### src/hdl/clk_ctrl_pkg.sv
package clk_ctrl_pkg;
   // fuse encodings, 1 = unprogrammed, 0 = programmed
   localparam logic FUSE_PROGRAMMED = 1'b0;
   localparam logic [3:0] SRC_EXT = 4'h0;
   localparam logic [3:0] SRC_PLL = 4'h1;
   localparam logic [3:0] SRC_RC = 4'h2;
   localparam logic [3:0] SRC_WDOG = 4'h4;
   localparam logic [3:0] SRC_LFXTAL = 4'h6;
   localparam int XTAL_BIT = 3;
   // as-delivered fuse values
   localparam logic [3:0] SHIP_SRC = 4'h2;
   localparam logic [1:0] SHIP_SUT = 2'h2;
   localparam logic SHIP_DIV8 = 1'b0;
   localparam logic SHIP_PLL_CLOCK_FUSE = 1'b1;
   // source kinds
   localparam logic [2:0] KIND_EXT = 3'h0;
   localparam logic [2:0] KIND_PLL = 3'h1;
   localparam logic [2:0] KIND_RC = 3'h2;
   localparam logic [2:0] KIND_WDOG = 3'h3;
   localparam logic [2:0] KIND_LFXTAL = 3'h4;
   localparam logic [2:0] KIND_XTAL = 3'h5;
   localparam logic [2:0] KIND_RSVD = 3'h7;
   // start-up counts
   localparam int CNT_W = 15;
   localparam logic [14:0] CK_WAKE_SHORT = 15'h0006;
   localparam logic [14:0] CK_258 = 15'h0102;
   localparam logic [14:0] CK_1K = 15'h0400;
   localparam logic [14:0] CK_16K = 15'h4000;
   localparam logic [14:0] CK_RESET = 15'h000E;
   localparam logic [14:0] WDT_NONE = 15'h0000;
   localparam logic [14:0] WDT_4MS = 15'h0200;
   localparam logic [14:0] WDT_64MS = 15'h2000;
   localparam logic [7:0] PLL_LOCK_TICKS = 8'h40;
   // sleep modes
   localparam logic [2:0] SLP_IDLE = 3'h0;
   localparam logic [2:0] SLP_ADCNR = 3'h1;
   localparam logic [2:0] SLP_PDOWN = 3'h2;
   localparam logic [2:0] SLP_PSAVE = 3'h3;
   localparam logic [2:0] SLP_STBY = 3'h6;
   // register map
   localparam logic [3:0] ADDR_PLL_CSR = 4'h0;
   localparam logic [3:0] ADDR_TRIM = 4'h4;
   localparam logic [3:0] ADDR_TMR_CLK = 4'h8;
   localparam logic [3:0] ADDR_STATUS = 4'hC;
   localparam int LOCK_BIT = 0;
   localparam int PLL_SW_ENABLE_BIT = 1;
   localparam logic [7:0] TRIM_RST = 8'h80;
   localparam logic [7:0] TRIM_8MHZ_MAX = 8'h90;
   localparam logic [1:0] RESP_OKAY = 2'h0;
   localparam logic [1:0] RESP_SLVERR = 2'h2;
   typedef enum logic [5:0] {
      ST_LOAD = 6'h01,
      ST_RST_CK = 6'h02,
      ST_RST_WDT = 6'h04,
      ST_RUN = 6'h08,
      ST_SLEEP = 6'h10,
      ST_WAKE = 6'h20
   } state_e;
endpackage

### src/hdl/clk_ctrl.sv
// Summary of operation
// - four fuse bits pick the clock source
// - fuse bit one unprogrammed, zero programmed
// - wake from power-down, power-save, standby counts source clocks, holds execution
// - reset adds delay timed by watchdog oscillator
// - 512 or 8192 watchdog cycles per delay
// - shipped: RC source, longest start, divide eight
// - upper crystal bits pick oscillator range
// - crystal bit0 zero, codes 00/01: 258 clocks
// - crystal 1K settings and their reset delays
// - crystal bit0 one, codes 01-11: 16K clock wake settings
// - PLL multiplies RC clock by eight
// - PLL runs by software enable or fuse
// - lock flag set once PLL locks
// - RC and PLL off in power-down, standby
// - fast RC saturates PLL, lock is lost
// - timer may count fast clock or prescaled
// - core gated, io too except idle; async interrupts still armed
// - converter clock runs while core, io halted
// - program-memory clock follows core clock
//
// The placing of the registers and register access over AXI4-Lite were left to the implementer.
`timescale 1ns/10ps
module clk_ctrl
#(
   parameter logic [14:0] WDT_CYC_64MS = clk_ctrl_pkg::WDT_64MS,
   parameter logic [14:0] WAKE_CK_16K = clk_ctrl_pkg::CK_16K
)
(
   input wire logic CLK,
   input wire logic RESET_N,
   input wire logic [3:0] SOURCE_SELECT_FUSES,
   input wire logic [1:0] STARTUP_TIME_FUSES,
   input wire logic DIV_BY_EIGHT_FUSE,
   input wire logic PLL_CLOCK_FUSE,
   input wire logic SRC_TICK,
   input wire logic WDT_TICK,
   input wire logic RC_TICK,
   input wire logic SLEEP_REQ,
   input wire logic [2:0] SLEEP_MODE,
   input wire logic WAKE,
   input wire logic [31:0] AWADDR,
   input wire logic AWVALID,
   output logic AWREADY,
   input wire logic [31:0] WDATA,
   input wire logic [3:0] WSTRB,
   input wire logic WVALID,
   output logic WREADY,
   output logic [1:0] BRESP,
   output logic BVALID,
   input wire logic BREADY,
   input wire logic [31:0] ARADDR,
   input wire logic ARVALID,
   output logic ARREADY,
   output logic [31:0] RDATA,
   output logic [1:0] RRESP,
   output logic RVALID,
   input wire logic RREADY,
   output logic CORE_CLK_EN,
   output logic IO_CLK_EN,
   output logic PROGMEM_CLK_EN,
   output logic CONVERTER_CLK_EN,
   output logic FAST_PERIPH_CLK_EN,
   output logic RC_OSC_EN,
   output logic PLL_EN,
   output logic PLL_LOCK,
   output logic FPC_SATURATED,
   output logic CPU_HOLD,
   output logic SYS_DIV8,
   output logic [2:0] SRC_KIND,
   output logic [2:0] OSC_RANGE,
   output logic TMR_FAST_SEL,
   output logic [1:0] TMR_PRESCALE,
   output logic EXT_INT_ASYNC
)
;
   clk_ctrl_pkg::state_e state_r;
   logic [3:0] src_r;
   logic [1:0] sut_r;
   logic div8_r;
   logic pll_clock_fuse_r;
   logic [2:0] mode_r;
   logic [14:0] cnt_r;
   logic [14:0] wake_tgt;
   logic [14:0] rst_ck_tgt;
   logic [14:0] wdt_tgt;
   logic [2:0] kind;
   logic deep;
   logic pll_sw_enable_r;
   logic [7:0] rc_trim_value_r;
   logic tmr_fast_r;
   logic [1:0] tmr_pre_r;
   logic pll_run;
   logic aw_got_r;
   logic w_got_r;
   logic [3:0] awaddr_r;
   logic aw_ok_r;
   logic [7:0] wdata_r;
   logic wstrb0_r;
   logic do_wr;
   logic aw_hs;
   logic w_hs;
   logic ar_hs;
   logic bvalid_nxt;
   logic rvalid_nxt;
   logic aw_got_nxt;
   logic w_got_nxt;
   logic [31:0] rd_word;
   logic rd_ok;

   // source decode from latched fuses
   always_comb
   begin
      if (src_r[clk_ctrl_pkg::XTAL_BIT])
      begin
         kind = clk_ctrl_pkg::KIND_XTAL;
      end
      else
      begin
         case (src_r)
            clk_ctrl_pkg::SRC_EXT: kind = clk_ctrl_pkg::KIND_EXT;
            clk_ctrl_pkg::SRC_PLL: kind = clk_ctrl_pkg::KIND_PLL;
            clk_ctrl_pkg::SRC_RC: kind = clk_ctrl_pkg::KIND_RC;
            clk_ctrl_pkg::SRC_WDOG: kind = clk_ctrl_pkg::KIND_WDOG;
            clk_ctrl_pkg::SRC_LFXTAL: kind = clk_ctrl_pkg::KIND_LFXTAL;
            default: kind = clk_ctrl_pkg::KIND_RSVD;
         endcase
      end
   end

   // start-up targets per source and start-up fuses
   always_comb
   begin
      rst_ck_tgt = clk_ctrl_pkg::CK_RESET;
      wake_tgt = clk_ctrl_pkg::CK_WAKE_SHORT;
      wdt_tgt = (sut_r[1]) ? WDT_CYC_64MS : clk_ctrl_pkg::WDT_4MS;
      if (kind == clk_ctrl_pkg::KIND_XTAL)
      begin
         case ({src_r[0], sut_r})
            3'h0:
            begin
               wake_tgt = clk_ctrl_pkg::CK_258;
               wdt_tgt = clk_ctrl_pkg::WDT_4MS;
            end
            3'h1:
            begin
               wake_tgt = clk_ctrl_pkg::CK_258;
               wdt_tgt = WDT_CYC_64MS;
            end
            3'h2:
            begin
               wake_tgt = clk_ctrl_pkg::CK_1K;
               wdt_tgt = clk_ctrl_pkg::WDT_NONE;
            end
            3'h3:
            begin
               wake_tgt = clk_ctrl_pkg::CK_1K;
               wdt_tgt = clk_ctrl_pkg::WDT_4MS;
            end
            3'h4:
            begin
               wake_tgt = clk_ctrl_pkg::CK_1K;
               wdt_tgt = WDT_CYC_64MS;
            end
            3'h5:
            begin
               wake_tgt = WAKE_CK_16K;
               wdt_tgt = clk_ctrl_pkg::WDT_NONE;
            end
            3'h6:
            begin
               wake_tgt = WAKE_CK_16K;
               wdt_tgt = clk_ctrl_pkg::WDT_4MS;
            end
            default:
            begin
               wake_tgt = WAKE_CK_16K;
               wdt_tgt = WDT_CYC_64MS;
            end
         endcase
      end
   end

   assign deep = (mode_r == clk_ctrl_pkg::SLP_PDOWN) || (mode_r == clk_ctrl_pkg::SLP_PSAVE)
      || (mode_r == clk_ctrl_pkg::SLP_STBY);

   // fuse capture after reset, shipped values meanwhile
   always_ff @(posedge CLK)
   begin
      if (!RESET_N)
      begin
         src_r <= clk_ctrl_pkg::SHIP_SRC;
         sut_r <= clk_ctrl_pkg::SHIP_SUT;
         div8_r <= clk_ctrl_pkg::SHIP_DIV8;
         pll_clock_fuse_r <= clk_ctrl_pkg::SHIP_PLL_CLOCK_FUSE;
      end
      else if (state_r == clk_ctrl_pkg::ST_LOAD)
      begin
         src_r <= SOURCE_SELECT_FUSES;
         sut_r <= STARTUP_TIME_FUSES;
         div8_r <= DIV_BY_EIGHT_FUSE;
         pll_clock_fuse_r <= PLL_CLOCK_FUSE;
      end
   end

   // start-up sequencer
   always_ff @(posedge CLK)
   begin
      if (!RESET_N)
      begin
         state_r <= clk_ctrl_pkg::ST_LOAD;
         cnt_r <= 15'h0000;
         mode_r <= clk_ctrl_pkg::SLP_IDLE;
      end
      else
      begin
         case (state_r)
            clk_ctrl_pkg::ST_LOAD:
            begin
               cnt_r <= 15'h0000;
               state_r <= clk_ctrl_pkg::ST_RST_CK;
            end
            clk_ctrl_pkg::ST_RST_CK:
            begin
               if (SRC_TICK)
               begin
                  cnt_r <= cnt_r + 15'h0001;
                  if (cnt_r == rst_ck_tgt - 15'h0001)
                  begin
                     cnt_r <= 15'h0000;
                     state_r <= (wdt_tgt == 15'h0000) ? clk_ctrl_pkg::ST_RUN : clk_ctrl_pkg::ST_RST_WDT;
                  end
               end
            end
            clk_ctrl_pkg::ST_RST_WDT:
            begin
               if (WDT_TICK)
               begin
                  cnt_r <= cnt_r + 15'h0001;
                  if (cnt_r == wdt_tgt - 15'h0001)
                  begin
                     cnt_r <= 15'h0000;
                     state_r <= clk_ctrl_pkg::ST_RUN;
                  end
               end
            end
            clk_ctrl_pkg::ST_RUN:
            begin
               if (SLEEP_REQ)
               begin
                  mode_r <= SLEEP_MODE;
                  state_r <= clk_ctrl_pkg::ST_SLEEP;
               end
            end
            clk_ctrl_pkg::ST_SLEEP:
            begin
               if (WAKE)
               begin
                  cnt_r <= 15'h0000;
                  state_r <= deep ? clk_ctrl_pkg::ST_WAKE : clk_ctrl_pkg::ST_RUN;
               end
            end
            clk_ctrl_pkg::ST_WAKE:
            begin
               if (SRC_TICK)
               begin
                  cnt_r <= cnt_r + 15'h0001;
                  if (cnt_r == wake_tgt - 15'h0001)
                  begin
                     cnt_r <= 15'h0000;
                     state_r <= clk_ctrl_pkg::ST_RUN;
                  end
               end
            end
            default:
            begin
               cnt_r <= 15'h0000;
               state_r <= clk_ctrl_pkg::ST_LOAD;
            end
         endcase
      end
   end

   // clock domain gates
   always_ff @(posedge CLK)
   begin
      if (!RESET_N)
      begin
         CORE_CLK_EN <= 1'b0;
         PROGMEM_CLK_EN <= 1'b0;
         IO_CLK_EN <= 1'b0;
         CONVERTER_CLK_EN <= 1'b0;
         EXT_INT_ASYNC <= 1'b1;
         CPU_HOLD <= 1'b1;
         RC_OSC_EN <= 1'b1;
      end
      else
      begin
         CORE_CLK_EN <= state_r == clk_ctrl_pkg::ST_RUN;
         PROGMEM_CLK_EN <= state_r == clk_ctrl_pkg::ST_RUN;
         IO_CLK_EN <= (state_r == clk_ctrl_pkg::ST_RUN) || ((state_r == clk_ctrl_pkg::ST_SLEEP)
            && (mode_r == clk_ctrl_pkg::SLP_IDLE));
         EXT_INT_ASYNC <= state_r != clk_ctrl_pkg::ST_RUN;
         CONVERTER_CLK_EN <= (state_r == clk_ctrl_pkg::ST_RUN) || ((state_r == clk_ctrl_pkg::ST_SLEEP)
            && !deep);
         CPU_HOLD <= state_r != clk_ctrl_pkg::ST_RUN;
         RC_OSC_EN <= !((state_r == clk_ctrl_pkg::ST_SLEEP) && ((mode_r == clk_ctrl_pkg::SLP_PDOWN)
            || (mode_r == clk_ctrl_pkg::SLP_STBY)));
      end
   end

   assign pll_run = (pll_sw_enable_r || (pll_clock_fuse_r == clk_ctrl_pkg::FUSE_PROGRAMMED)) && RC_OSC_EN;

   // pll, prescale and configuration outputs
   always_ff @(posedge CLK)
   begin
      if (!RESET_N)
      begin
         PLL_EN <= 1'b0;
         FAST_PERIPH_CLK_EN <= 1'b0;
         SYS_DIV8 <= 1'b1;
         SRC_KIND <= clk_ctrl_pkg::KIND_RC;
         OSC_RANGE <= 3'h0;
         TMR_FAST_SEL <= 1'b0;
         TMR_PRESCALE <= 2'h0;
      end
      else
      begin
         PLL_EN <= pll_run;
         FAST_PERIPH_CLK_EN <= PLL_LOCK || FPC_SATURATED;
         SYS_DIV8 <= div8_r == clk_ctrl_pkg::FUSE_PROGRAMMED;
         SRC_KIND <= kind;
         OSC_RANGE <= (kind == clk_ctrl_pkg::KIND_XTAL) ? src_r[3:1] : 3'h0;
         TMR_FAST_SEL <= tmr_fast_r && PLL_EN;
         TMR_PRESCALE <= tmr_pre_r;
      end
   end

   pll_lock_model u_pll
   (
      .clk(CLK),
      .reset_n(RESET_N),
      .run(PLL_EN),
      .ref_tick(RC_TICK),
      .trim(rc_trim_value_r),
      .locked(PLL_LOCK),
      .saturated(FPC_SATURATED)
   );

   // register slave handshakes
   assign aw_hs = AWVALID && AWREADY;
   assign w_hs = WVALID && WREADY;
   assign ar_hs = ARVALID && ARREADY;
   assign do_wr = aw_got_r && w_got_r && !BVALID;
   assign aw_got_nxt = (aw_got_r || aw_hs) && !do_wr;
   assign w_got_nxt = (w_got_r || w_hs) && !do_wr;
   assign bvalid_nxt = do_wr || (BVALID && !BREADY);
   assign rvalid_nxt = ar_hs || (RVALID && !RREADY);

   always_ff @(posedge CLK)
   begin
      if (!RESET_N)
      begin
         aw_got_r <= 1'b0;
         w_got_r <= 1'b0;
         AWREADY <= 1'b0;
         WREADY <= 1'b0;
         BVALID <= 1'b0;
         BRESP <= clk_ctrl_pkg::RESP_OKAY;
         awaddr_r <= 4'h0;
         aw_ok_r <= 1'b0;
         wdata_r <= 8'h00;
         wstrb0_r <= 1'b0;
      end
      else
      begin
         aw_got_r <= aw_got_nxt;
         w_got_r <= w_got_nxt;
         AWREADY <= !aw_got_nxt && !bvalid_nxt;
         WREADY <= !w_got_nxt && !bvalid_nxt;
         BVALID <= bvalid_nxt;
         if (aw_hs)
         begin
            awaddr_r <= AWADDR[3:0];
            aw_ok_r <= (AWADDR[31:4] == 28'h0000000) && (AWADDR[1:0] == 2'h0);
         end
         if (w_hs)
         begin
            wdata_r <= WDATA[7:0];
            wstrb0_r <= WSTRB[0];
         end
         if (do_wr)
         begin
            BRESP <= aw_ok_r ? clk_ctrl_pkg::RESP_OKAY : clk_ctrl_pkg::RESP_SLVERR;
         end
      end
   end

   // software-written control fields
   always_ff @(posedge CLK)
   begin
      if (!RESET_N)
      begin
         pll_sw_enable_r <= 1'b0;
         rc_trim_value_r <= clk_ctrl_pkg::TRIM_RST;
         tmr_fast_r <= 1'b0;
         tmr_pre_r <= 2'h0;
      end
      else if (do_wr && aw_ok_r && wstrb0_r)
      begin
         case (awaddr_r)
            clk_ctrl_pkg::ADDR_PLL_CSR: pll_sw_enable_r <= wdata_r[clk_ctrl_pkg::PLL_SW_ENABLE_BIT];
            clk_ctrl_pkg::ADDR_TRIM: rc_trim_value_r <= wdata_r;
            clk_ctrl_pkg::ADDR_TMR_CLK:
            begin
               tmr_fast_r <= wdata_r[0];
               tmr_pre_r <= wdata_r[2:1];
            end
            default: tmr_pre_r <= tmr_pre_r;
         endcase
      end
   end

   // read decode
   always_comb
   begin
      rd_word = 32'h00000000;
      rd_ok = (ARADDR[31:4] == 28'h0000000) && (ARADDR[1:0] == 2'h0);
      case (ARADDR[3:0])
         clk_ctrl_pkg::ADDR_PLL_CSR:
         begin
            rd_word[clk_ctrl_pkg::LOCK_BIT] = PLL_LOCK;
            rd_word[clk_ctrl_pkg::PLL_SW_ENABLE_BIT] = pll_sw_enable_r;
         end
         clk_ctrl_pkg::ADDR_TRIM: rd_word[7:0] = rc_trim_value_r;
         clk_ctrl_pkg::ADDR_TMR_CLK: rd_word[2:0] = {tmr_pre_r, tmr_fast_r};
         clk_ctrl_pkg::ADDR_STATUS: rd_word[15:0] = {1'b0, FPC_SATURATED, pll_clock_fuse_r, div8_r, state_r, sut_r, src_r};
         default: rd_ok = 1'b0;
      endcase
   end

   always_ff @(posedge CLK)
   begin
      if (!RESET_N)
      begin
         ARREADY <= 1'b0;
         RVALID <= 1'b0;
         RDATA <= 32'h00000000;
         RRESP <= clk_ctrl_pkg::RESP_OKAY;
      end
      else
      begin
         ARREADY <= !rvalid_nxt;
         RVALID <= rvalid_nxt;
         if (ar_hs)
         begin
            RDATA <= rd_ok ? rd_word : 32'h00000000;
            RRESP <= rd_ok ? clk_ctrl_pkg::RESP_OKAY : clk_ctrl_pkg::RESP_SLVERR;
         end
      end
   end
endmodule

### src/hdl/pll_lock_model.sv
`timescale 1ns/10ps
module pll_lock_model
(
   input wire logic clk,
   input wire logic reset_n,
   input wire logic run,
   input wire logic ref_tick,
   input wire logic [7:0] trim,
   output logic locked,
   output logic saturated
)
;
   logic [7:0] cnt_r;
   logic over;
   assign over = trim > clk_ctrl_pkg::TRIM_8MHZ_MAX;
   // counts reference edges until lock
   always_ff @(posedge clk)
   begin
      if (!reset_n || !run || over)
      begin
         cnt_r <= 8'h00;
         locked <= 1'b0;
      end
      else if (ref_tick && !locked)
      begin
         if (cnt_r == clk_ctrl_pkg::PLL_LOCK_TICKS - 8'h01)
         begin
            locked <= 1'b1;
         end
         cnt_r <= cnt_r + 8'h01;
      end
   end
   // output pinned at its ceiling when ref runs too fast
   always_ff @(posedge clk)
   begin
      if (!reset_n)
      begin
         saturated <= 1'b0;
      end
      else
      begin
         saturated <= run && over;
      end
   end
endmodule

### config.mk
export PLATFORM = sky130hd
export DESIGN_NAME = clk_ctrl
export DESIGN_NICKNAME = d
export VERILOG_FILES = /design/src/hdl/clk_ctrl_pkg.sv /design/src/hdl/clk_ctrl.sv /design/src/hdl/pll_lock_model.sv
export SDC_FILE = /design/constraint.sdc
export NUM_CORES = 1
export LEC_CHECK = 0
export CAP_MARGIN = 0
export CORE_MARGIN = 2
export CORE_UTILIZATION = 25
export DETAILED_ROUTE_END_ITERATION = 10
export DONT_BUFFER_PORTS = 1
export GPL_TIMING_DRIVEN = 0
export PLACE_DENSITY = 0.47
export SLEW_MARGIN = 20
export SYNTH_ARGS = -nofsm -noshare
export SYNTH_HDL_FRONTEND = slang
export SYNTH_SLANG_ARGS = --single-unit
### constraint.sdc
create_clock -name CLK -period 6.09 [get_ports CLK]
set_input_delay 1.5225 -clock CLK [delete_from_list [all_inputs] [get_ports CLK]]
set_output_delay 1.5225 -clock CLK [all_outputs]
set_load 0.02 [all_outputs]
# == Word-level counts from Yosys, hierarchy flattened ==
# Cells that the tools add are included.
# totals
register_bits,128
inputBits,123
elab_cells,191
# op_classes
n_addsub,4
order_cmp,1
eq_ne,38
n_mux,34
n_bitwise,3
n_reduce_logical,71
# op_table
cell,count
2-to-1 mux 15 bit,8
one-hot mux 15 bit (5 select lines),1
logical NOT 28 bit,2
2-to-1 mux 6 bit,9
one-hot mux 6 bit (6 select lines),1
equality test 15 bit,2
one-hot mux 15 bit (2 select lines),1
"subtractor 15 x 1 -> 15 bit, second input constant",2
2-to-1 mux 14 bit,2
one-hot mux 14 bit (2 select lines),1
logical AND 1 bit,22
"equality test 4 x 3 -> 1 bit, second input constant",4
2-to-1 mux 16 bit,1
"inequality test 2 bit, second input constant",8
"adder 15 x 1 -> 15 bit, second input constant",1
"equality test 15 x 4 -> 1 bit, second input constant",1
"equality test 3 bit, second input constant",5
logical NOT 15 bit,1
one-hot mux 3 bit (5 select lines),1
logical NOT 1 bit,13
logical OR 1 bit,13
"equality test 3 x 2 -> 1 bit, second input constant",4
"equality test 4 bit, second input constant",3
logical NOT 4 bit,3
other kinds (30),42

# == Logic depth before layout (Yosys ltp) ==
# depth
ltp_word,10
ltp_mapped,11

# == Hierarchy ==
# From an unflattened synthesis, not the netlist that was laid out.
# unflattened
cells_unflattened,576
hier_area_um2,4982.3
# modules_own_cells
module,n_inst,cells_per_inst,area_each_um2,seq_area_each_um2
clk_ctrl,1,528,4521.8,1981.9
pll_lock_model,1,48,460.4,200.2

# == Least setup slack after synthesis ==
# OpenSTA, ideal clock, no wires.
# synth_timing
path_kind,input-to-reg
start,input ARADDR[7]
end,register RDATA[8]
setup_ns,0.065
arrival_ns,3.199
t_required_ns,6.025
path_slack_ns,2.826
path_stages,7
n_path_buf,1
cell_sequence,or4_1 > or4_1 > nor3_1 > and3_1 > buf_2 > a22oi_1 > nor2_1
# synth_between
elab_chain_len,4
# synth_lines
element,line,rtl
start: declaration,clk_ctrl.sv:52,"input wire logic [31:0] ARADDR,"
logical NOT 28 bit,clk_ctrl.sv:428,rd_ok = (ARADDR[31:4] == 28'h0000000) && (ARADDR[1:0] == 2'h0);
logical AND 1 bit,clk_ctrl.sv:428,
2-to-1 mux 1 bit,clk_ctrl.sv:429,case (ARADDR[3:0])
2-to-1 mux 16 bit,clk_ctrl.sv:457,RDATA <= rd_ok ? rd_word : 32'h00000000;
end signal: assignment,clk_ctrl.sv:457,
end: declaration,clk_ctrl.sv:55,"output logic [31:0] RDATA,"
# Every way passes these cells.
# A chain may end at the register's enable or synchronous reset.

# == Worst setup path after layout ==
# layout_timing
start,input ARADDR[7]
end,register RDATA[13]
# The elaborated chain is that of the path after synthesis.

==> impl_metrics.env <==
export IMPL_ys_flop_type="dfxtp_1"
export IMPL_place_hpwl_mm=11.26
export IMPL_cts_tree="done"
export IMPL_syn_to_final_growth_pct=13.98
export IMPL_outcome="finished clean"
export IMPL_core_um2=20100
export IMPL_post_cts_setup_buffers=0
export IMPL_cpPeakStageDelay_ns=0.56
export IMPL_drv_slew=0
export IMPL_synth_commonest_cells="dfxtp_1 (109), nand2_1 (83), nor2_1 (77)"
export IMPL_vias_per_cell=4.739
export IMPL_drtPass1Iterations=4
export IMPL_crit_chain="or4_1 -> or4_1 -> nor3_1 -> and3_1 -> buf_2 -> a22oi_1 -> nor2_1"
export IMPL_worst_r2r_setup_slack_ns=3.00
export IMPL_start_util_pct=25.29
export IMPL_synthDistinctLibCells=58
export IMPL_cap_violations=0
export IMPL_grt_pass1_vias=4139
export IMPL_async_flop_share_pct=0
export IMPL_rows=52
export IMPL_rsz0062_at_grt="false"
export IMPL_post_cts_resized=0
export IMPL_synth_edff_count=0
export IMPL_grt_pass1_wl_mm=22.98
export IMPL_finalCriticalPeriod_ns=3.347
export IMPL_fin_util_pct=28.83
export IMPL_finClkSkew_ns=0.009927
export IMPL_clkTransAtPathRegs_ns=0.07
export IMPL_fmax_ghz=0.2988
export IMPL_cts_root_buf="clkbuf_16"
export IMPL_crit_top_cell="or4_1"
export IMPL_vias=4303
export IMPL_port_buffers=0
export IMPL_cts_max_level=3
export IMPL_start_kind="primary input"
export IMPL_setup_worst_path_end_class="register"
export IMPL_critPathSlowestCell="nor3_1"
export IMPL_wl_per_cell_um=16.40
export IMPL_synth_seq_cells=109
export IMPL_clk_latency_ns=0.36
export IMPL_synth_area_leaders="dfxtp_1 (43%), nand2_1 (6.1%), nor2_1 (5.7%), mux2i_1 (5.5%), a21oi_1 (3.2%)"
export IMPL_cts_buffer_depth=2
export IMPL_syn_inst=605
export IMPL_cp_arrival_ns=3.64
export IMPL_dieArea_um2=21500
export IMPL_crit_fanout=7
export IMPL_numCtsBuffers=9
export IMPL_seq_area_frac_synth_pct=42.91
export IMPL_die_w_um=146.6
export IMPL_crit_required_ns=6.38
export IMPL_gr_total_overflow=0
export IMPL_gp_congestion=0.7996
export IMPL_relSlewSlack_pct=45.97
export IMPL_synth_top_cell_area_share_pct=42.91
export IMPL_synth_warnings=0
export IMPL_ios=185
export IMPL_p_leak_uw=0.002136
export IMPL_period_share_pct=54.96
export IMPL_synth_top_area_cell="dfxtp_1"
export IMPL_syn_area_per_cell_um2=8.405
export IMPL_hp_class="register to register"
export IMPL_final_layout_size_suffix_gt1_share_pct=8.621
export IMPL_layout_nets=761
export IMPL_cts_sinks=109
export IMPL_grt_usage_pct=13.58
export IMPL_finalSetupViolations=0
export IMPL_antenna_found_initial=1
export IMPL_die_height_um=146.6
export IMPL_cts_hold_buf=0
export IMPL_remaining_drc_errors=0
export IMPL_wl_mm=14.89
export IMPL_syn_area_um2=5085
export IMPL_antenna_cells=0
export IMPL_final_setup_tns_ns=0
export IMPL_timing_hold_ws_ns=0.4006
export IMPL_criticalPathCategory="primary input to register"
export IMPL_tightest_slew_ns=0.8091
export IMPL_finalHoldViolCount=0
export IMPL_grt_max_degree=20
export IMPL_drtIter0Drc=254
export IMPL_p_per_area_nw_per_um2=304.4
export IMPL_vdd_ir_drop_max_v=0.0001619
export IMPL_ant_nets=0
export IMPL_yosysMostFrequentCell="dfxtp_1"
-- cell families after synthesis --
kind of cell | synth area share (%)
XOR/XNOR | 2.584
multiplexers | 6.840
adder cells (fa/ha/maj) | 1.181
flip-flops | 42.91
other | 0.07375
buffers and inverters | 6.520
AND/OR/NAND/NOR | 26.16
AO/OA/AOI/OAI | 13.73
-- sequential cells by signal, indices dropped and copies added (netlist names), 2 cells and up --
register / flops
state_r: 6
RDATA: 15
cnt_r: 15
src_r: 4
OSC_RANGE: 3
mode_r: 3
awaddr_r: 4
sut_r: 2
SRC_KIND: 3
u_pll.cnt_r: 8
wdata_r: 8
TMR_PRESCALE: 2
rc_trim_value_r: 8
tmr_pre_r: 2
-- worst paths after layout --
path	cells past startpoint	to	start
setup / recovery	7	RDATA[13]$_SDFFE_PN0P_	ARADDR[7]
hold / removal	1	SYS_DIV8$_SDFF_PN1_	div8_r$_SDFFE_PN0P_
hold reg to reg	1	SYS_DIV8$_SDFF_PN1_	div8_r$_SDFFE_PN0P_
setup reg to reg	11	cnt_r[10]$_SDFFE_PN0P_	src_r[3]$_SDFFE_PN0P_
-- per-layer routing --
metal,GRT usage [%],up-vias,wire length (um)
li1,-,2165,-
met1,17.46,1997,6622
met2,21.88,124,6865
met3,4.094,15,1192
met4,4.272,2,192
met5,0,-,16
-- placed cells by master (no fill, tap or decap), types with 3 or more instances in the layout --
master     netlist  final
dfxtp_1        109    109
nor4b_1          3      3
ha_1             4      4
o211ai_1        18     18
nand2_1         83     83
xor2_1           8      8
nor2_1          77     77
and2_1          10     10
nand4_1         10     10
nand3_1         21     21
buf_4           21     21
or3_1            3      3
mux2i_1         28     28
conb_1           1     19
nor4_1          18     18
o22ai_1          5      5
nor3_1          13     13
a21oi_1         33     33
or4_1            8      8
xnor2_1          7      7
and3_1           9      9
clkbuf_16        0      9
a2bb2oi_1        5      5
nor3b_1          4      4
inv_6            0      3
nand2b_1         4      4
o31ai_1          3      3
o21ai_0         12     12
clkbuf_1        26     26
inv_1            9      9
buf_2            7      7
a22oi_1         10     10
-- critical path, delay by kind of cell --
family	cells	cell delay, ns
compound gates	1	0.09
buf+inv	1	0.20
simple gates	5	1.81
-- stage by stage --
stage,setup WS [ns],power (uW),area [um2],instances
floorplan,2.826,1081,5152,623
global placement,2.370,1168,5490,893
detailed placement,2.413,1168,5490,893
CTS,2.785,1787,5796,908
global route,2.475,1857,5796,908
finish,2.743,1764,5796,908
-- layout make-up --
cell class	count	area [um2]
buffer	55	294.0
clock buffer	9	225.2
multi-input combinational	449	2639
inverter	10	37.54
clock inverter	6	80.08
fill	2152	14310
sequential	109	2182
tap	270	337.8
-- where the power goes --
part | total [uW] | internal (uW) | switching (uW)
logic | 341 | 135 | 205
registers | 809 | 755 | 53.8
clock network | 615 | 325 | 289
total | 1760 | 1220 | 549
No activity file was read; power rests on OpenSTA's default activity.
